File: src/logic/power_mode_pkg.sv
// power mode controller package: register map, field layout, reset values,
// mode codes, timing constants and the carriers shared by the controller files.
// assumes a 50 MHz system clock and a single-cycle register port.
package power_mode_pkg;

	// register port geometry
	localparam int unsigned ADDR_W = 4;
	localparam int unsigned DATA_W = 8;

	// register offsets
	localparam logic [3:0] OFS_CTRL   = 4'h0;
	localparam logic [3:0] OFS_STATUS = 4'h1;

	// control register field positions
	localparam int unsigned CTRL_DEEP_HALT  = 0;
	localparam int unsigned CTRL_TIMEBASE   = 1;
	localparam int unsigned CTRL_LOW_SPEED  = 2;
	localparam int unsigned CTRL_DIRECT     = 3;
	localparam int unsigned CTRL_SETTLE_LSB = 4;
	localparam int unsigned SETTLE_SEL_W    = 3;

	// status register field positions (mode code sits in bits 4:0)
	localparam int unsigned STAT_SETTLING = 5;
	localparam int unsigned STAT_DIRECT   = 6;
	localparam int unsigned STAT_CPU_RST  = 7;

	localparam logic [7:0] CTRL_RESET = 8'h00;

	// oscillator settling: base wait, doubled per step of the select field
	localparam int unsigned CLK_PERIOD_NS       = 20;
	localparam int unsigned SETTLE_BASE_NS      = 163840;
	localparam int unsigned SETTLE_BASE_CYC_DEF =
		(SETTLE_BASE_NS + CLK_PERIOD_NS - 1) / CLK_PERIOD_NS;
	localparam int unsigned SETTLE_CNT_W        = 32;

	typedef enum logic [4:0] {
		MODE_ACTIVE    = 5'b00001,
		MODE_SLEEP     = 5'b00010,
		MODE_STANDBY   = 5'b00100,
		MODE_WATCH     = 5'b01000,
		MODE_SUBACTIVE = 5'b10000
	} power_mode_e;

	// per-source interrupt enables as held by the interrupt controller
	typedef struct packed {
		logic direct;
		logic timer_a;
		logic ext_int_one;
		logic ext_int_zero;
	} wake_src_s;

	// gating controls handed to the clock tree, CPU, ports and peripherals
	typedef struct packed {
		logic sysclk_en;
		logic osc_run;
		logic cpu_step;
		logic periph_run;
		logic periph_out_rst;
		logic timer_a_run;
		logic port_hold;
		logic port_hiz;
		logic hv_pmos_off;
	} gate_ctl_s;

endpackage

File: src/logic/osc_settle_timer.sv
// oscillator settling timer: counts the selected wait after a start pulse.
// assumes start arrives only while idle; the wait is BASE_CYC shifted by sel.
`timescale 1ns/1ps
module osc_settle_timer
	import power_mode_pkg::*;
#(
	parameter int unsigned BASE_CYC = SETTLE_BASE_CYC_DEF
)
(
	input  wire logic                    clk_in,    // system clock
	input  wire logic                    resetn_in, // async reset, low
	input  wire logic                    start_in,  // begin a wait
	input  wire logic                    abort_in,  // drop a running wait
	input  wire logic [SETTLE_SEL_W-1:0] sel_in,    // wait select
	output logic                         busy_out,  // wait running
	output logic                         done_out   // wait elapsed, pulse
);

	logic [SETTLE_CNT_W-1:0] cnt_q, cnt_d;
	logic                    busy_q, busy_d;
	logic                    done_q, done_d;

	always_comb
	begin
		cnt_d  = cnt_q;
		busy_d = busy_q;
		done_d = 1'b0;
		if (abort_in)
		begin
			busy_d = 1'b0;
		end
		else if (start_in && !busy_q)
		begin
			cnt_d  = SETTLE_CNT_W'(BASE_CYC << sel_in) - SETTLE_CNT_W'(1);
			busy_d = 1'b1;
		end
		else if (busy_q)
		begin
			if (cnt_q == '0)
			begin
				busy_d = 1'b0;
				done_d = 1'b1;
			end
			else
			begin
				cnt_d = cnt_q - SETTLE_CNT_W'(1);
			end
		end
	end

	always_ff @(posedge clk_in or negedge resetn_in)
	begin
		if (!resetn_in)
		begin
			cnt_q  <= '0;
			busy_q <= 1'b0;
			done_q <= 1'b0;
		end
		else
		begin
			cnt_q  <= cnt_d;
			busy_q <= busy_d;
			done_q <= done_d;
		end
	end

	assign busy_out = busy_q;
	assign done_out = done_q;

endmodule

File: src/logic/power_mode_ctrl.sv
// system power mode controller: active, sleep, standby, watch, subactive.
// assumes the CPU pulses sleep_exec_in as its SLEEP instruction completes and
// that interrupt enables and the global mask come from same-clock logic.
`timescale 1ns/1ps
module power_mode_ctrl
	import power_mode_pkg::*;
#(
	parameter int unsigned SETTLE_BASE_CYC = SETTLE_BASE_CYC_DEF
)
(
	input  wire logic              clk_in,            // system clock, 50 MHz
	input  wire logic              resetn_in,         // async reset, low
	input  wire logic [ADDR_W-1:0] addr_in,           // register address
	input  wire logic [DATA_W-1:0] wdata_in,          // register write data
	input  wire logic              wr_in,             // write strobe
	input  wire logic              rd_in,             // read strobe
	output logic      [DATA_W-1:0] rdata_out,         // read data, next cycle
	input  wire logic              sleep_exec_in,     // SLEEP completed, pulse
	input  wire logic              global_mask_in,    // CPU interrupt mask
	input  wire wake_src_s         irq_enable_in,     // per-source enables
	input  wire logic              ext_int_zero_in,   // pin, async
	input  wire logic              ext_int_one_in,    // pin, async
	input  wire logic              chip_init_pin_n_in, // init pin, async, low
	input  wire logic              timer_a_ovf_in,    // timer A overflow
	input  wire logic              subclk_tick_in,    // subclock enable pulse
	output power_mode_e            mode_out,          // current mode
	output gate_ctl_s              gate_out,          // clock and block gating
	output logic                   cpu_reset_out,     // hold CPU in reset
	output logic                   irq_start_out,     // start handler, pulse
	output wake_src_s              wake_src_out       // source that woke us
);

	// pin synchronisers: stage one feeds stage two only
	logic [2:0] pin_s1_q, pin_s2_q;
	always_ff @(posedge clk_in or negedge resetn_in)
	begin
		if (!resetn_in)
		begin
			pin_s1_q <= 3'h4;
			pin_s2_q <= 3'h4;
		end
		else
		begin
			pin_s1_q <= {chip_init_pin_n_in, ext_int_one_in, ext_int_zero_in};
			pin_s2_q <= pin_s1_q;
		end
	end

	logic ext0_req, ext1_req, init_low;
	assign ext0_req = pin_s2_q[0];
	assign ext1_req = pin_s2_q[1];
	assign init_low = !pin_s2_q[2];

	// control register
	logic [DATA_W-1:0] ctrl_q, ctrl_d;
	logic [DATA_W-1:0] rdata_q, rdata_d;
	logic                    deep_halt_select;
	logic                    timebase_select_bit;
	logic                    low_speed_run_select;
	logic                    direct_wake_select;
	logic [SETTLE_SEL_W-1:0] osc_settle_wait_sel;
	assign deep_halt_select     = ctrl_q[CTRL_DEEP_HALT];
	assign timebase_select_bit  = ctrl_q[CTRL_TIMEBASE];
	assign low_speed_run_select = ctrl_q[CTRL_LOW_SPEED];
	assign direct_wake_select   = ctrl_q[CTRL_DIRECT];
	assign osc_settle_wait_sel  = ctrl_q[CTRL_SETTLE_LSB +: SETTLE_SEL_W];

	// mode state
	power_mode_e mode_q, mode_d;
	logic        settling_q, settling_d;
	logic        direct_pend_q, direct_pend_d;
	logic        start_q, start_d;
	wake_src_s   src_q, src_d;
	logic        settle_start;
	logic        settle_done;

	// accepted requests: enabled and not globally masked
	logic acc_zero, acc_one, acc_tma, acc_direct;
	assign acc_zero   = ext0_req && irq_enable_in.ext_int_zero && !global_mask_in;
	assign acc_one    = ext1_req && irq_enable_in.ext_int_one && !global_mask_in;
	assign acc_tma    = timer_a_ovf_in && irq_enable_in.timer_a && !global_mask_in;
	assign acc_direct = subclk_tick_in && irq_enable_in.direct && !global_mask_in;

	osc_settle_timer #(
		.BASE_CYC (SETTLE_BASE_CYC)
	) u_settle (
		.clk_in    (clk_in),
		.resetn_in (resetn_in),
		.start_in  (settle_start),
		.abort_in  (init_low),
		.sel_in    (osc_settle_wait_sel),
		.busy_out  (),
		.done_out  (settle_done)
	);

	always_comb
	begin
		mode_d        = mode_q;
		settling_d    = settling_q;
		direct_pend_d = direct_pend_q;
		start_d       = 1'b0;
		src_d         = src_q;
		settle_start  = 1'b0;
		if (init_low)
		begin
			// init pin wins over every mode and drops any pending wait
			mode_d        = MODE_ACTIVE;
			settling_d    = 1'b0;
			direct_pend_d = 1'b0;
		end
		else
		begin
			unique case (mode_q)
				MODE_ACTIVE:
				begin
					if (sleep_exec_in)
					begin
						if (!deep_halt_select)
							mode_d = MODE_SLEEP;
						else if (!timebase_select_bit)
							mode_d = MODE_STANDBY;
						else
							mode_d = MODE_WATCH;
					end
				end
				MODE_SLEEP:
				begin
					// clock never stopped, so no settling wait is needed
					if (acc_zero || acc_one || acc_tma)
					begin
						mode_d  = MODE_ACTIVE;
						start_d = 1'b1;
						src_d   = '{direct: 1'b0, timer_a: acc_tma,
							ext_int_one: acc_one, ext_int_zero: acc_zero};
					end
				end
				MODE_STANDBY:
				begin
					if (settling_q && settle_done)
					begin
						mode_d     = MODE_ACTIVE;
						settling_d = 1'b0;
						start_d    = 1'b1;
					end
					else if (!settling_q && (acc_zero || acc_one))
					begin
						settle_start = 1'b1;
						settling_d   = 1'b1;
						src_d        = '{direct: 1'b0, timer_a: 1'b0,
							ext_int_one: acc_one, ext_int_zero: acc_zero};
					end
				end
				MODE_WATCH:
				begin
					if (settling_q && settle_done)
					begin
						mode_d        = MODE_ACTIVE;
						settling_d    = 1'b0;
						direct_pend_d = 1'b0;
						start_d       = 1'b1;
					end
					else if (!settling_q && direct_pend_q && acc_direct)
					begin
						// direct transfer request lands on a subclock tick
						settle_start = 1'b1;
						settling_d   = 1'b1;
						src_d        = '{direct: 1'b1, timer_a: 1'b0,
							ext_int_one: 1'b0, ext_int_zero: 1'b0};
					end
					else if (!settling_q && !direct_pend_q && (acc_zero || acc_tma))
					begin
						src_d = '{direct: 1'b0, timer_a: acc_tma,
							ext_int_one: 1'b0, ext_int_zero: acc_zero};
						if (low_speed_run_select)
						begin
							mode_d  = MODE_SUBACTIVE;
							start_d = 1'b1;
						end
						else
						begin
							settle_start = 1'b1;
							settling_d   = 1'b1;
						end
					end
				end
				MODE_SUBACTIVE:
				begin
					if (sleep_exec_in)
					begin
						// with low-speed run set, direct transfer is not possible
						mode_d        = MODE_WATCH;
						direct_pend_d = direct_wake_select && !low_speed_run_select;
					end
				end
				default:
				begin
					mode_d = MODE_ACTIVE;
				end
			endcase
		end
	end

	always_ff @(posedge clk_in or negedge resetn_in)
	begin
		if (!resetn_in)
		begin
			mode_q        <= MODE_ACTIVE;
			settling_q    <= 1'b0;
			direct_pend_q <= 1'b0;
			start_q       <= 1'b0;
			src_q         <= '0;
		end
		else
		begin
			mode_q        <= mode_d;
			settling_q    <= settling_d;
			direct_pend_q <= direct_pend_d;
			start_q       <= start_d;
			src_q         <= src_d;
		end
	end

	// register port
	always_comb
	begin
		ctrl_d  = ctrl_q;
		rdata_d = '0;
		if (wr_in && addr_in == OFS_CTRL)
			ctrl_d = wdata_in;
		if (rd_in)
		begin
			if (addr_in == OFS_CTRL)
				rdata_d = ctrl_q;
			else if (addr_in == OFS_STATUS)
				rdata_d = {init_low, direct_pend_q, settling_q, mode_q};
		end
	end

	always_ff @(posedge clk_in or negedge resetn_in)
	begin
		if (!resetn_in)
		begin
			ctrl_q  <= CTRL_RESET;
			rdata_q <= '0;
		end
		else
		begin
			ctrl_q  <= ctrl_d;
			rdata_q <= rdata_d;
		end
	end

	// gating decode from the registered mode
	logic in_active, in_sleep, in_deep;
	assign in_active = (mode_q == MODE_ACTIVE);
	assign in_sleep  = (mode_q == MODE_SLEEP);
	assign in_deep   = (mode_q == MODE_STANDBY) || (mode_q == MODE_WATCH)
		|| (mode_q == MODE_SUBACTIVE);

	always_comb
	begin
		gate_out.sysclk_en      = in_active || in_sleep || settling_q;
		gate_out.osc_run        = in_active || in_sleep || settling_q;
		gate_out.cpu_step       = (in_active && !init_low)
			|| (mode_q == MODE_SUBACTIVE && subclk_tick_in);
		gate_out.periph_run     = in_active;
		gate_out.periph_out_rst = in_deep || in_sleep;
		gate_out.timer_a_run    = !(mode_q == MODE_STANDBY);
		gate_out.port_hold      = in_sleep;
		gate_out.port_hiz       = in_deep;
		gate_out.hv_pmos_off    = in_deep;
	end

	assign mode_out      = mode_q;
	assign cpu_reset_out = init_low;
	assign irq_start_out = start_q;
	assign wake_src_out  = src_q;
	assign rdata_out     = rdata_q;
endmodule

File: config.mk
export PLATFORM = sky130hd
export DESIGN_NAME = power_mode_ctrl
export DESIGN_NICKNAME = d
export VERILOG_FILES = /design/src/logic/power_mode_pkg.sv /design/src/logic/osc_settle_timer.sv /design/src/logic/power_mode_ctrl.sv
export SDC_FILE = /design/constraint.sdc
export NUM_CORES = 1
export LEC_CHECK = 0
export BUFFER_PORTS_ARGS = -buffer_cell sky130_fd_sc_hd__buf_2
export CAP_MARGIN = 20
export CORE_MARGIN = 2
export CORE_UTILIZATION = 35
export CTS_BUF_LIST = sky130_fd_sc_hd__clkbuf_8
export DETAILED_ROUTE_END_ITERATION = 12
export HOLD_SLACK_MARGIN = 0.02
export PLACE_DENSITY = 0.53
export SYNTH_ARGS = -nofsm -noshare
export SYNTH_HDL_FRONTEND = slang
export SYNTH_SLANG_ARGS = --single-unit
File: constraint.sdc
create_clock -name clk_in -period 9.45 [get_ports clk_in]
set_input_delay 0.4725 -clock clk_in [delete_from_list [all_inputs] [get_ports clk_in]]
set_output_delay 0.4725 -clock clk_in [all_outputs]
set_load 0.005 [all_outputs]
# Yosys cells after proc, flatten, opt, wreduce, memory -nomap -nowiden
# Index checks and enable logic that the tools add are counted.
[word_totals] out_inout_bits=28 word_cells=148 reg_bits=68
[op_classes] shift=1 reduce_logical=44 n_eq_ne=25 add_sub_neg=2 mux=61
[ops] op="32-bit 2-to-1 mux" count=3
[ops] op="32-bit by 1-bit subtractor with 32-bit output (second input constant)" count=2
[ops] op="5-bit 2-to-1 mux" count=9
[ops] op="32-bit logical NOT" count=1
[ops] op="1-bit 2-to-1 mux" count=32
[ops] op="4-bit 2-to-1 mux" count=8
[ops] op="14-bit by 3-bit left shift with 32-bit output (first input constant)" count=1
[ops] op="5-bit one-hot mux with 5 select lines" count=1
[ops] op="8-bit 2-to-1 mux" count=3
[ops] op="1-bit logical AND" count=19
[ops] op="4-bit inequality test (second input constant)" count=4
[ops] op="3-bit inequality test (second input constant)" count=5
[ops] op="7-bit AND reduction" count=2
[ops] op="4-bit one-hot mux with 3 select lines" count=1
[ops] op="5-bit inequality test (second input constant)" count=2
[ops] op="1-bit logical OR" count=9
[ops] op="1-bit logical NOT" count=7
[ops] op="2-bit inequality test (second input constant)" count=3
[ops] op="3-bit by 1-bit inequality test with 1-bit output (second input constant)" count=2
[ops] op="1-bit one-hot mux with 2 select lines" count=3
[ops] op="3-bit AND reduction" count=2
[ops] op="5-bit by 1-bit equality test with 1-bit output (second input constant)" count=1
[ops] op="5-bit by 2-bit equality test with 1-bit output (second input constant)" count=1
[ops] op="5-bit by 3-bit equality test with 1-bit output (second input constant)" count=1
[ops] op="10 further kinds" count=11

# Longest topological paths before layout
# Gate-level depths: netlist (run 1).
[logic_depth] depth_word=12 depth_mapped=14 depth_no_buf=12

# Hierarchy
# From an unflattened synthesis (run 1), not the netlist that was laid out.
[unflattened] cells_unflattened=394 area_unflattened_um2=3779.9
[by_module_without_submodules] module="osc_settle_timer" instances=1 area_each_um2=2160.8 seq_area_each_um2=850.8 cells_per_inst=248
[by_module_without_submodules] module="power_mode_ctrl" instances=1 area_each_um2=1619.1 seq_area_each_um2=854.6 cells_per_inst=146

# Worst setup path after synthesis (run 1)
# No wires, ideal clock.
[synth_timing] path_type="register to register" start="register settling_q" end="register u_settle.cnt_q[20]" stages_incl_launch_ff=15 synth_period_minus_slack_ns=3.273 path_buffers=2 arrival_time_ns=3.150 required_time_ns=9.326 path_slack_ns=6.177 setup_ns=0.124 path_cell_list="dfrtp_1 nor2_4 or4b_4 a211oi_2 nor2_1 clkbuf_1 buf_2 nand2_1 ha_1 nor2b_1 nand2_1 or2_2 nor4_1 o21ai_0 a211o_1"
[synth_between] elab_chain_len=11 word_cells_on_any_way=19 classes_between="eq/ne: 1; mux: 8; reduce/logical: 10"
[synth_rtl] element="from (decl)" line="power_mode_ctrl.sv:70" rtl="logic settling_q, settling_d;"
[synth_rtl] element="from (signal assigned)" line="power_mode_ctrl.sv:216" rtl="settling_q <= settling_d;"
[synth_rtl] element="1-bit logical NOT" line="power_mode_ctrl.sv:145, power_mode_ctrl.sv:162, power_mode_ctrl.sv:170"
[synth_rtl] element="1-bit logical AND (2 in series)" line="power_mode_ctrl.sv:170" rtl="else if (!settling_q && !direct_pend_q && (acc_zero || acc_tma))"
[synth_rtl] element="1-bit 2-to-1 mux" line="power_mode_ctrl.sv:170"
[synth_rtl] element="1-bit 2-to-1 mux" line="power_mode_ctrl.sv:162" rtl="else if (!settling_q && direct_pend_q && acc_direct)"
[synth_rtl] element="1-bit 2-to-1 mux" line="power_mode_ctrl.sv:155" rtl="if (settling_q && settle_done)"
[synth_rtl] element="1-bit one-hot mux with 2 select lines *" line="power_mode_ctrl.sv:113" rtl="unique case (mode_q)"
[synth_rtl] element="1-bit 2-to-1 mux *" line="power_mode_ctrl.sv:104" rtl="if (init_low)"
[synth_rtl] element="1-bit logical AND *" line="osc_settle_timer.sv:32" rtl="else if (start_in && !busy_q)"
[synth_rtl] element="2-bit by 1-bit inequality test with 1-bit output (no source line) or 2-bit nonzero test (tied branches)"
[synth_rtl] element="3-bit AND reduction (no source line)"
[synth_rtl] element="to (signal assigned)" line="osc_settle_timer.sv:61" rtl="cnt_q <= cnt_d;"
[synth_rtl] element="to (decl)" line="osc_settle_timer.sv:19" rtl="logic [SETTLE_CNT_W-1:0] cnt_q, cnt_d;"
# Mark *: on every way between the ends. The rest lies on a longest branch, timed or not.
# A chain may end at the register's enable or synchronous reset.

# Worst setup path after layout (run 1)
[layout_timing] start="register mode_q[1] (netlist: mode_out[1])" end="register u_settle.cnt_q[20]"
[layout_between] elab_chain_len=6 word_cells_on_any_way=9 classes_between="eq/ne: 3; mux: 3; reduce/logical: 3"
[layout_rtl] element="from (decl)" line="power_mode_ctrl.sv:69" rtl="power_mode_e mode_q, mode_d;"
[layout_rtl] element="from (signal assigned)" line="power_mode_ctrl.sv:215" rtl="mode_q <= mode_d;"
[layout_rtl] element="5-bit by 4-bit equality test with 1-bit output or 5-bit by 3-bit equality test with 1-bit output (tied branches)" line="power_mode_ctrl.sv:113"
[layout_rtl] element="1-bit one-hot mux with 2 select lines *" line="power_mode_ctrl.sv:113"
[layout_rtl] element="1-bit 2-to-1 mux *" line="power_mode_ctrl.sv:104"
[layout_rtl] element="1-bit logical AND *" line="osc_settle_timer.sv:32"
[layout_rtl] element="2-bit by 1-bit inequality test with 1-bit output (no source line) or 2-bit nonzero test (tied branches)"
[layout_rtl] element="3-bit AND reduction (no source line)"
# Marked as above.

==> results of run 1 <==
## cells in the final DEF, fill, tap and decap left out, types with 9 or more instances in the layout
| cell type | count |
|---|---|
| mux2_2 | 12 |
| nand4_1 | 11 |
| clkbuf_8 | 9 |
| nand2_1 | 38 |
| mux2i_1 | 15 |
| nor4_1 | 10 |
| dfrtp_1 | 65 |
| o21ai_0 | 23 |
| nand3_1 | 12 |
| nor3_1 | 16 |
| buf_2 | 54 |
| a21oi_1 | 16 |
| nor2_1 | 39 |
## worst reg2reg max path: cells and delay by family, from the launching register on
kind | cells | cell delay, ns
buf+inv | 1 | 0.22
fa+ha+maj | 1 | 0.39
flops | 1 | 0.44
simple gates | 8 | 1.84
compound gates | 3 | 0.77
## per-stage QoR
step | std cells | utilization | area, um2
6_report | 578 | 0.4139 | 4273
5_1_grt | 578 | 0.4139 | 4273
4_1_cts | 578 | 0.4139 | 4273
3_5_place_dp | 562 | 0.3947 | 4075
3_3_place_gp | 562 | 0.3947 | 4075
2_1_floorplan | 390 | - | 3721
## routing by layer
layer / wire [um] / vias to the layer above
met5: 0 / -
li1: - / 1544
met4: 198 / 0
met1: 4630 / 1549
met2: 4235 / 81
met3: 392 / 14
## worst max-delay path by stage
stage | end | slack, ns | cells past startpoint | start
floorplan | u_settle.cnt_q[20]$_DFFE_PN0P_ | 6.18 | 14 | settling_q$_DFFE_PN0P_
global placement | u_settle.cnt_q[20]$_DFFE_PN0P_ | 5.79 | 14 | global_mask_in
detailed placement | u_settle.cnt_q[20]$_DFFE_PN0P_ | 5.68 | 14 | global_mask_in
CTS | u_settle.cnt_q[20]$_DFFE_PN0P_ | 5.72 | 13 | mode_out[1]$_DFFE_PN0P_
global route | u_settle.cnt_q[18]$_DFFE_PN0P_ | 5.42 | 13 | mode_out[1]$_DFFE_PN0P_
finish | u_settle.cnt_q[20]$_DFFE_PN0P_ | 5.68 | 13 | mode_out[1]$_DFFE_PN0P_
## power groups by stage
stage                     sequential, mW  clock (mW)  combinational [mW]
final                              0.370       0.246               0.177
after detailed placement           0.375           0               0.179
after global placement             0.375           0               0.178
after CTS                          0.370       0.253               0.179
after floorplan                    0.359           0               0.136
after global routing               0.377       0.266               0.200
## logic make-up after synthesis
| logic type | synth area share |
|---|---|
| fa+ha+maj | 0.003362 |
| simple gates | 0.2371 |
| buf+inv | 0.03833 |
| xor+xnor | 0.01412 |
| mux | 0.07666 |
| flops | 0.4583 |
| compound gates | 0.1722 |
## registers in the layout (all words and copies together) (netlist names)
signal	cells
u_settle.done_out	1
irq_start_out	1
wake_src_out	4
pin_s1_q	3
u_settle.cnt_q	32
settling_q	1
rdata_out	8
direct_pend_q	1
pin_s2_q	3
u_settle.busy_out	1
ctrl_q	8
mode_out	5
## layout make-up
| cell class | count | area (um2) | share of cell area |
|---|---|---|---|
| Multi-Input combinational cell | 292 | 1873 | 0.4384 |
| Inverter | 9 | 33.78 | 0.007906 |
| Clock buffer | 9 | 123.9 | 0.02899 |
| Timing Repair Buffer | 57 | 292.8 | 0.06852 |
| Sequential cell | 68 | 1705 | 0.3991 |
| Tap cell | 136 | 170.2 | 0.03982 |
| Clock inverter | 7 | 73.82 | 0.01728 |
==> results.json, run 1 <==
{
  "outcome": "complete, no violations",
  "clockPowerShare": 0.310,
  "synth_top_flop_cell": "dfrtp_1",
  "crit_arrival_ns": 4.01,
  "core_area_mm2": 0.01032,
  "sequentialPowerShare": 0.467,
  "antenna_found_initial": 0,
  "gr-max-usage-layer": "met2",
  "ant_nets": 0,
  "path_cells": "nor3_1, nand3_1, a211oi_2, nor2_1, buf_4, nand2_1, ha_1, nor2b_1, nand2_1, or2_2, nor4_1, o21ai_0, a211o_1",
  "totalWireLength_um": 9456,
  "critPathSlowestCell": "nor3_1",
  "min_from": "chip_init_pin_n_in",
  "synth_top_cell_by_area": "dfrtp_1",
  "critPathBufInv": 1,
  "yosysWarnings": 0,
  "ff2ff_path_depth": 13,
  "track_usage": 0.1742,
  "irDropWorstVdd_uv": 88.51,
  "die_h_um": 107.1,
  "synth.most_common_cell": "dfrtp_1",
  "viasPerCell": 5.516,
  "power.switching_mw": 0.2608,
  "vias": 3188,
  "hold_path_end": "pin_s1_q[2]$_DFF_PN1_",
  "die_w_um": 107.1,
  "crit_top_cell": "nand2_1",
  "crit_fanout": 21,
  "fmax_ghz": 0.2650,
  "hold_path.class": "in2reg",
  "grtUsageMet3": 0.02857,
  "fin_crit_ns": 3.774,
  "h-tree-depth": 3,
  "final_nets": 465,
  "clk_pin_slew_ns": 0.09,
  "rr_startpoint": "mode_out[1]$_DFFE_PN0P_",
  "grt_pass1_vias": 3069,
  "synth-seq-cells": 68,
  "first_pass_iters": 5,
  "synthCells": 390,
  "clk_latency_ns": 0.36,
  "hold_violations": 0,
  "p_int_mw": 0.5327,
  "grt_overflow": 0,
  "cts_sinks": 68,
  "skew_ns": 0.01786,
  "drive_gt1_frac": 0.2308,
  "synth-seq-area-share": 0.4583,
  "async_reset_ff_frac": 1.000,
  "slew_violations": 0,
  "slew-limit-headroom": 0.4169,
  "dp_hpwl_um": 6669,
  "grt.met1_usage": 0.2476,
  "reg2reg_slack_ns": 5.68,
  "synth_edf_count": 0,
  "p_sw_frac": 0.3287,
  "whs_ns": 0.2203,
  "setup_viol": 0,
  "yosys-top-cells-area": "dfrtp_1, mux2i_1, nor2_1, nand2_1, mux2_2",
  "synth_top_area_frac": 0.4371,
  "dpl_worst_slack_ns": 5.676,
  "grt_pass1_wl_um": 15680,
  "synth_common_cells": "dfrtp_1, nor2_1, nand2_1",
  "power_frac_comb": 0.223,
  "top_level_ports": 55,
  "die_area_mm2": 0.01147,
  "critical-path-max-stage-delay_ns": 0.47,
  "fillers": 1047,
  "synthesis.area_mm2": 0.003721,
  "finalCritPeriodShare": 0.3994,
  "cts_setup_buffers": 0,
  "totalPowerFinal_mw": 0.7935,
  "area_growth_syn_to_layout_pct": 14.83,
  "hold_path_depth": 1,
  "layout_setup_ws_ns": 5.676,
  "cts-root-buf": "clkbuf_8",
  "synth_cell_types": 63,
  "cts_buffers": 9,
  "wl_per_cell_um": 16.36,
  "cp-end-kind": "flop",
  "drt_iter0_drc": 169,
  "rows": 37,
  "clk_path_buf_depth": 2,
  "setup_tns_ns": 0,
  "synth_nets": 418,
  "power_density_mw_per_mm2": 185.7,
  "synth_area_per_cell_um2": 9.541,
  "rsz0062_at_grt": "false",
  "path_class": "reg2reg",
  "gp_congestion": 0.8615,
  "cts_resized": 0,
  "crit_path_start_kind": "flop",
  "hold_buffers": 0,
  "cts_tree": "done",
  "route.detailed.drc": 0,
  "tightestPinTransition_ns": 0.8747,
  "r2r_end": "u_settle.cnt_q[20]$_DFFE_PN0P_",
  "grt_max_degree": 69,
  "diodes": 0,
  "start_util": 0.3604,
  "critPathTopFamily": "simple AND/OR/NAND/NOR gates",
  "grtUsageMet2": 0.2618,
  "required_ns": 9.68,
  "port_buffers": 54,
  "maxCapViolations": 0,
  "p_leak_nw": 1.928
}
Note: power is estimated with default switching activity, not from simulation.
==> run 2: changes to the inputs <==
- ABC_AREA: unset -> 1
- clock period: 9.45 -> 3.6 ns (I/O delays scaled with it)
==> results.json, run 2 <==
{
  "setup_tns_ns": 0,
  "synth_area_per_cell_um2": 7.382,
  "grt_overflow": 0,
  "path_class": "reg2reg",
  "skew_ns": 0.01341,
  "p_int_mw": 1.401,
  "die_h_um": 113.5,
  "die_w_um": 113.5,
  "grt_pass1_vias": 3772,
  "synth.most_common_cell": "nand2_1",
  "reg2reg_slack_ns": 0.81,
  "ff2ff_path_depth": 17,
  "drt_iter0_drc": 213,
  "grt_pass1_wl_um": 18330,
  "hold_path_end": "ctrl_q[3]$_DFFE_PN0P_",
  "cp-end-kind": "flop",
  "critPathTopFamily": "simple AND/OR/NAND/NOR gates",
  "die_area_mm2": 0.01287,
  "ant_nets": 0,
  "required_ns": 3.85,
  "rows": 39,
  "cts_tree": "done",
  "hold_violations": 0,
  "yosysWarnings": 0,
  "wl_per_cell_um": 14.29,
  "synth-seq-cells": 68,
  "clk_path_buf_depth": 2,
  "viasPerCell": 5.050,
  "crit_arrival_ns": 3.04,
  "clockPowerShare": 0.279,
  "crit_top_cell": "nand3_1",
  "synth_nets": 596,
  "critPathSlowestCell": "dfrtp_1",
  "synth_top_area_frac": 0.3879,
  "dp_hpwl_um": 8343,
  "clk_latency_ns": 0.37,
  "route.detailed.drc": 0,
  "track_usage": 0.1816,
  "totalWireLength_um": 11090,
  "setup_viol": 0,
  "hold_path_depth": 2,
  "path_cells": "inv_2, nand2_4, nor2_2, nand3_2, inv_4, nand2_2, nand2_4, nand3_4, nand2_1, ha_1, inv_1, a21oi_2, nand3_1, nor2_2, nand3_1, nand3_1, nand2_1",
  "min_from": "wdata_in[3]",
  "drive_gt1_frac": 0.2038,
  "diodes": 0,
  "rr_startpoint": "mode_out[1]$_DFFE_PN0P_",
  "finalCritPeriodShare": 0.7759,
  "regMostFlops": "u_settle.cnt_q",
  "r2r_end": "u_settle.cnt_q[20]$_DFFE_PN0P_",
  "top_level_ports": 55,
  "grt_max_degree": 45,
  "critPathBufInv": 3,
  "fin_cells": 776,
  "p_sw_frac": 0.3653,
  "antenna_found_initial": 0,
  "final_common_cell": "nand2_1",
  "maxCapViolations": 0,
  "cts_resized": 0,
  "fmax_ghz": 0.3580,
  "rsz0062_at_grt": "false",
  "yosys-top-cells-area": "dfrtp_1, nand2_1, inv_1, nor2_1, nand3_1",
  "area_growth_syn_to_layout_pct": 14.80,
  "cts_buffers": 9,
  "fin_crit_ns": 2.793,
  "async_reset_ff_frac": 1.000,
  "synth_top_cell_by_area": "dfrtp_1",
  "first_pass_iters": 5,
  "layout_common_cells": "nand2_1, inv_1, dfrtp_1, nor2_1, buf_2",
  "irDropWorstVdd_uv": 258.2,
  "largest_reg_flops": 32,
  "synth_common_cells": "nand2_1, dfrtp_1, inv_1",
  "cts_sinks": 68,
  "h-tree-depth": 3,
  "totalPowerFinal_mw": 2.208,
  "hold_path.class": "in2reg",
  "slew_violations": 0,
  "vias": 3919,
  "synth-seq-area-share": 0.4067,
  "synth_edf_count": 0,
  "gp_congestion": 0.8784,
  "synthCells": 568,
  "hold_buffers": 5,
  "power_frac_comb": 0.286,
  "cts_setup_buffers": 0,
  "cts-root-buf": "clkbuf_8",
  "sequentialPowerShare": 0.434,
  "clk_pin_slew_ns": 0.08,
  "critical-path-max-stage-delay_ns": 0.42,
  "tightestPinTransition_ns": 0.7217,
  "crit_path_start_kind": "flop",
  "dp_cells": 755,
  "slew-limit-headroom": 0.5144,
  "port_buffers": 54,
  "synth_top_flop_cell": "dfrtp_1",
  "final_nets": 656,
  "p_leak_nw": 2.497,
  "outcome": "complete, no violations",
  "crit_fanout": 17,
  "synthesis.area_mm2": 0.004193,
  "power_density_mw_per_mm2": 458.6,
  "synth_cell_types": 49,
  "start_util": 0.3625,
  "power.switching_mw": 0.8064,
  "core_area_mm2": 0.01156
}
[run 2: cell count changes after synthesis, moves of 7 or more]
cell     change
mux2_2       -9
nor4_1       -7
nor2_1      +15
or3_1        -7
mux2i_1     -15
nand3_1     +26
inv_2        +8
nand2_1    +124
nand2_2      +7
nand4_1     +13
inv_1       +56
[run 2: worst max path at each step]
stage,slack [ns],cells past startpoint,start,end
finish,0.81,17,mode_out[1]$_DFFE_PN0P_,u_settle.cnt_q[20]$_DFFE_PN0P_
global route,0.56,18,mode_out[0]$_DFFE_PN1P_,u_settle.cnt_q[30]$_DFFE_PN0P_
CTS,0.83,17,mode_out[1]$_DFFE_PN0P_,u_settle.cnt_q[20]$_DFFE_PN0P_
detailed placement,0.85,18,mode_out[0]$_DFFE_PN1P_,u_settle.cnt_q[30]$_DFFE_PN0P_
global placement,0.92,17,mode_out[1]$_DFFE_PN0P_,u_settle.cnt_q[20]$_DFFE_PN0P_
floorplan,0.91,20,mode_out[1]$_DFFE_PN0P_,u_settle.cnt_q[20]$_DFFE_PN0P_
[run 2: cell type report]
cell class,instances,area [um2]
tap,143,178.9
sequential,68,1705
multi-input combinational,407,2081
inverter,75,284.0
clock buffer,9,123.9
fill,1205,6751
clock inverter,7,60.06
timing repair buffer,67,380.4
[run 2: cells by family (layout without fill, tap and decap cells)]
group                    Yosys count  count (layout)  synth area share
AO/OA/AOI/OAI                     61              61           0.09430
multiplexers                       3               3          0.008057
AND/OR/NAND/NOR                  332             332            0.3700
flip-flops                        68              68            0.4067
XOR/XNOR                          10              10           0.02089
buffers and inverters             93             158           0.09699
adder cells (fa/ha/maj)            1               1          0.002984
[run 2: stage by stage]
stage / hold slack, ns / instance area (um2) / worst slack, ns / util
after floorplan: -0.1156 / 4193 / 0.9067 / -
after global placement: 0.2065 / 4579 / 0.9161 / 0.3960
after detailed placement: 0.2103 / 4579 / 0.8535 / 0.3960
after CTS: 0.03083 / 4813 / 0.8303 / 0.4162
after global routing: 0.03417 / 4813 / 0.5589 / 0.4162
final: 0.04976 / 4813 / 0.8068 / 0.4162
[run 2: metal layers]
layer / global-route usage / share of wire / vias to the layer above
met5: 0 / 0 / -
met4: 0.06098 / 0.017 / 0
met3: 0.05313 / 0.044 / 15
met2: 0.2898 / 0.47 / 80
met1: 0.2373 / 0.47 / 1854
li1: - / - / 1970
[run 2: power by group through the flow]
stage	clock network [mW]	logic, mW	registers, mW
finish	0.617	0.632	0.959
detailed placement	0	0.624	0.971
global placement	0	0.623	0.970
global route	0.679	0.704	0.973
CTS	0.643	0.632	0.957
floorplan	0	0.445	0.950
==> run 3: changes to the inputs <==
- PLACE_DENSITY: 0.53 -> 0.55
- clock period: 3.6 -> 2.5 ns (I/O delays scaled with it)
==> results.json, run 3 (same netlist as run 2, synthesis figures left out) <==
{
  "area_growth_syn_to_layout_pct": 25.75,
  "path_class": "reg2reg",
  "setup_viol": 0,
  "h-tree-depth": 3,
  "slew-limit-headroom": 0.5890,
  "grt_pass1_vias": 3915,
  "top_level_ports": 55,
  "reg2reg_slack_ns": 0.15,
  "cts_buffers": 9,
  "fmax_ghz": 0.4247,
  "clk_latency_ns": 0.36,
  "critPathTopFamily": "simple AND/OR/NAND/NOR gates",
  "clk_pin_slew_ns": 0.07,
  "drt_iter0_drc": 241,
  "wl_per_cell_um": 13.66,
  "cp-end-kind": "flop",
  "required_ns": 2.76,
  "vias": 4081,
  "grt_max_degree": 45,
  "regMostFlops": "u_settle.cnt_q",
  "crit_top_cell": "inv_2",
  "route.detailed.drc": 0,
  "totalWireLength_um": 11150,
  "path_cells": "inv_2, nand3_2, nor2_4, inv_2, a21oi_4, nand3_4, buf_12, nand2_2, ha_4, inv_2, a21oi_2, nand3_2, nor2_4, nand4_1, nand2_1, inv_1",
  "cts_tree": "done",
  "seq_area_mm2": 0.001707,
  "hold_path_end": "mode_out[0]$_DFFE_PN1P_",
  "viasPerCell": 5.001,
  "track_usage": 0.1825,
  "layout_setup_ws_ns": 0.1455,
  "ff2ff_path_depth": 16,
  "slew_violations": 0,
  "cts-root-buf": "clkbuf_8",
  "layout_common_cells": "nand2_1, dfrtp_1, inv_1, buf_2, nor2_1",
  "die_w_um": 113.5,
  "final_nets": 696,
  "irDropWorstVdd_uv": 388.8,
  "p_leak_nw": 2.705,
  "hold_violations": 0,
  "outcome": "complete, no violations",
  "power_density_mw_per_mm2": 638.3,
  "first_pass_iters": 5,
  "clk_path_buf_depth": 2,
  "critPathBufInv": 5,
  "drive_gt1_frac": 0.2675,
  "min_from": "sleep_exec_in",
  "crit_fanout": 6,
  "fillers": 1179,
  "dp_hpwl_um": 8373,
  "gp_congestion": 0.8946,
  "rows": 39,
  "rr_startpoint": "mode_out[4]$_DFFE_PN0P_",
  "grt_overflow": 0,
  "core_area_mm2": 0.01156,
  "largest_reg_flops": 32,
  "final_core_util": 0.4559,
  "port_buffers": 54,
  "diodes": 0,
  "crit_path_start_kind": "flop",
  "crit_arrival_ns": 2.61,
  "critPathSlowestCell": "dfrtp_1",
  "die_h_um": 113.5,
  "final_common_cell": "nand2_1",
  "die_area_mm2": 0.01287,
  "multi_input_area_mm2": 0.002173,
  "maxCapViolations": 0,
  "cts_sinks": 68,
  "r2r_end": "u_settle.cnt_q[28]$_DFFE_PN0P_",
  "critical-path-max-stage-delay_ns": 0.39,
  "antenna_found_initial": 0,
  "hold_path.class": "in2reg",
  "hold_path_depth": 4,
  "start_util": 0.3625,
  "skew_ns": 0.006496,
  "grt_pass1_wl_um": 18800,
  "fin_crit_ns": 2.354,
  "ant_nets": 0,
  "tightestPinTransition_ns": 0.6165,
  "dpl_worst_slack_ns": 0.06703,
  "finalCritPeriodShare": 0.9418
}
[run 3: changes by cell type in the layout (fill, tap and decap cells not counted), moves of 5 or more]
cell | previous run | this run
nor2_1 | 54 | 47
buf_4 | 8 | 35
dlygate4sd3_1 | 5 | 13
nor2_2 | 6 | 11
clkbuf_8 | 9 | 14
nand2_1 | 162 | 156
[run 3: cell type report]
cell class                      count  area share
Multi-Input combinational cell    408      0.4122
Sequential cell                    68      0.3237
Timing Repair Buffer              106      0.1376
Inverter                           75     0.05458
Clock buffer                       14     0.03654
Tap cell                          143     0.03393
Clock inverter                      2    0.001424
[run 3: repair_timing]
item,4_1_cts,5_1_grt
gates resized for setup,0,18
hold endpoints to repair,33,0
endpoints found under the setup margin,0,20
buffers inserted,0,11
hold buffers,13,0
[run 3: power by group]
group	internal, mW	total (mW)	switching [mW]
Sequential	1.25	1.38	0.129
Combinational	0.442	1.09	0.647
Clock	0.489	0.901	0.411
Total	2.18	3.37	1.19
[run 3: layer usage]
layer  GRT usage  wire (um)  vias up
met5           0          0        -
met4     0.06423        225        0
met3     0.04995        525       17
met2      0.2898       5106      103
met1      0.2406       5291     1906
li1            -          -     2055
[run 3: how the worst max path moves through the flow]
stage               slack, ns                       from  cells past startpoint                             end
finish                   0.15    mode_out[4]$_DFFE_PN0P_                     16  u_settle.cnt_q[28]$_DFFE_PN0P_
global route            -0.01  direct_pend_q$_DFFE_PN0P_                     17  u_settle.cnt_q[26]$_DFFE_PN0P_
CTS                      0.05    mode_out[0]$_DFFE_PN1P_                     18  u_settle.cnt_q[30]$_DFFE_PN0P_
detailed placement       0.07    mode_out[0]$_DFFE_PN1P_                     18  u_settle.cnt_q[30]$_DFFE_PN0P_
global placement         0.07    mode_out[0]$_DFFE_PN1P_                     18  u_settle.cnt_q[30]$_DFFE_PN0P_
floorplan               -0.03    mode_out[1]$_DFFE_PN0P_                     20  u_settle.cnt_q[20]$_DFFE_PN0P_
[run 3: through the flow]
stage | power, mW | instances | area, um2 | hold WS, ns | setup TNS, ns
global placement | 2.388 | 775 | 4780 | 0.1706 | 0
finish | 3.365 | 816 | 5273 | 0.04467 | 0
CTS | 3.336 | 804 | 5110 | 0.02835 | 0
global route | 3.606 | 816 | 5273 | 0.05849 | -0.02315
detailed placement | 2.392 | 775 | 4780 | 0.1768 | 0
floorplan | 2.048 | 568 | 4243 | -0.1706 | -0.06117
[run 3: tightest hold or removal path: cells and delay by family]
kind,cells,cell delay (ns)
AOI/OAI and AO/OA,1,0.08
and+or+nand+nor,1,0.04
buffers and inverters,2,0.15
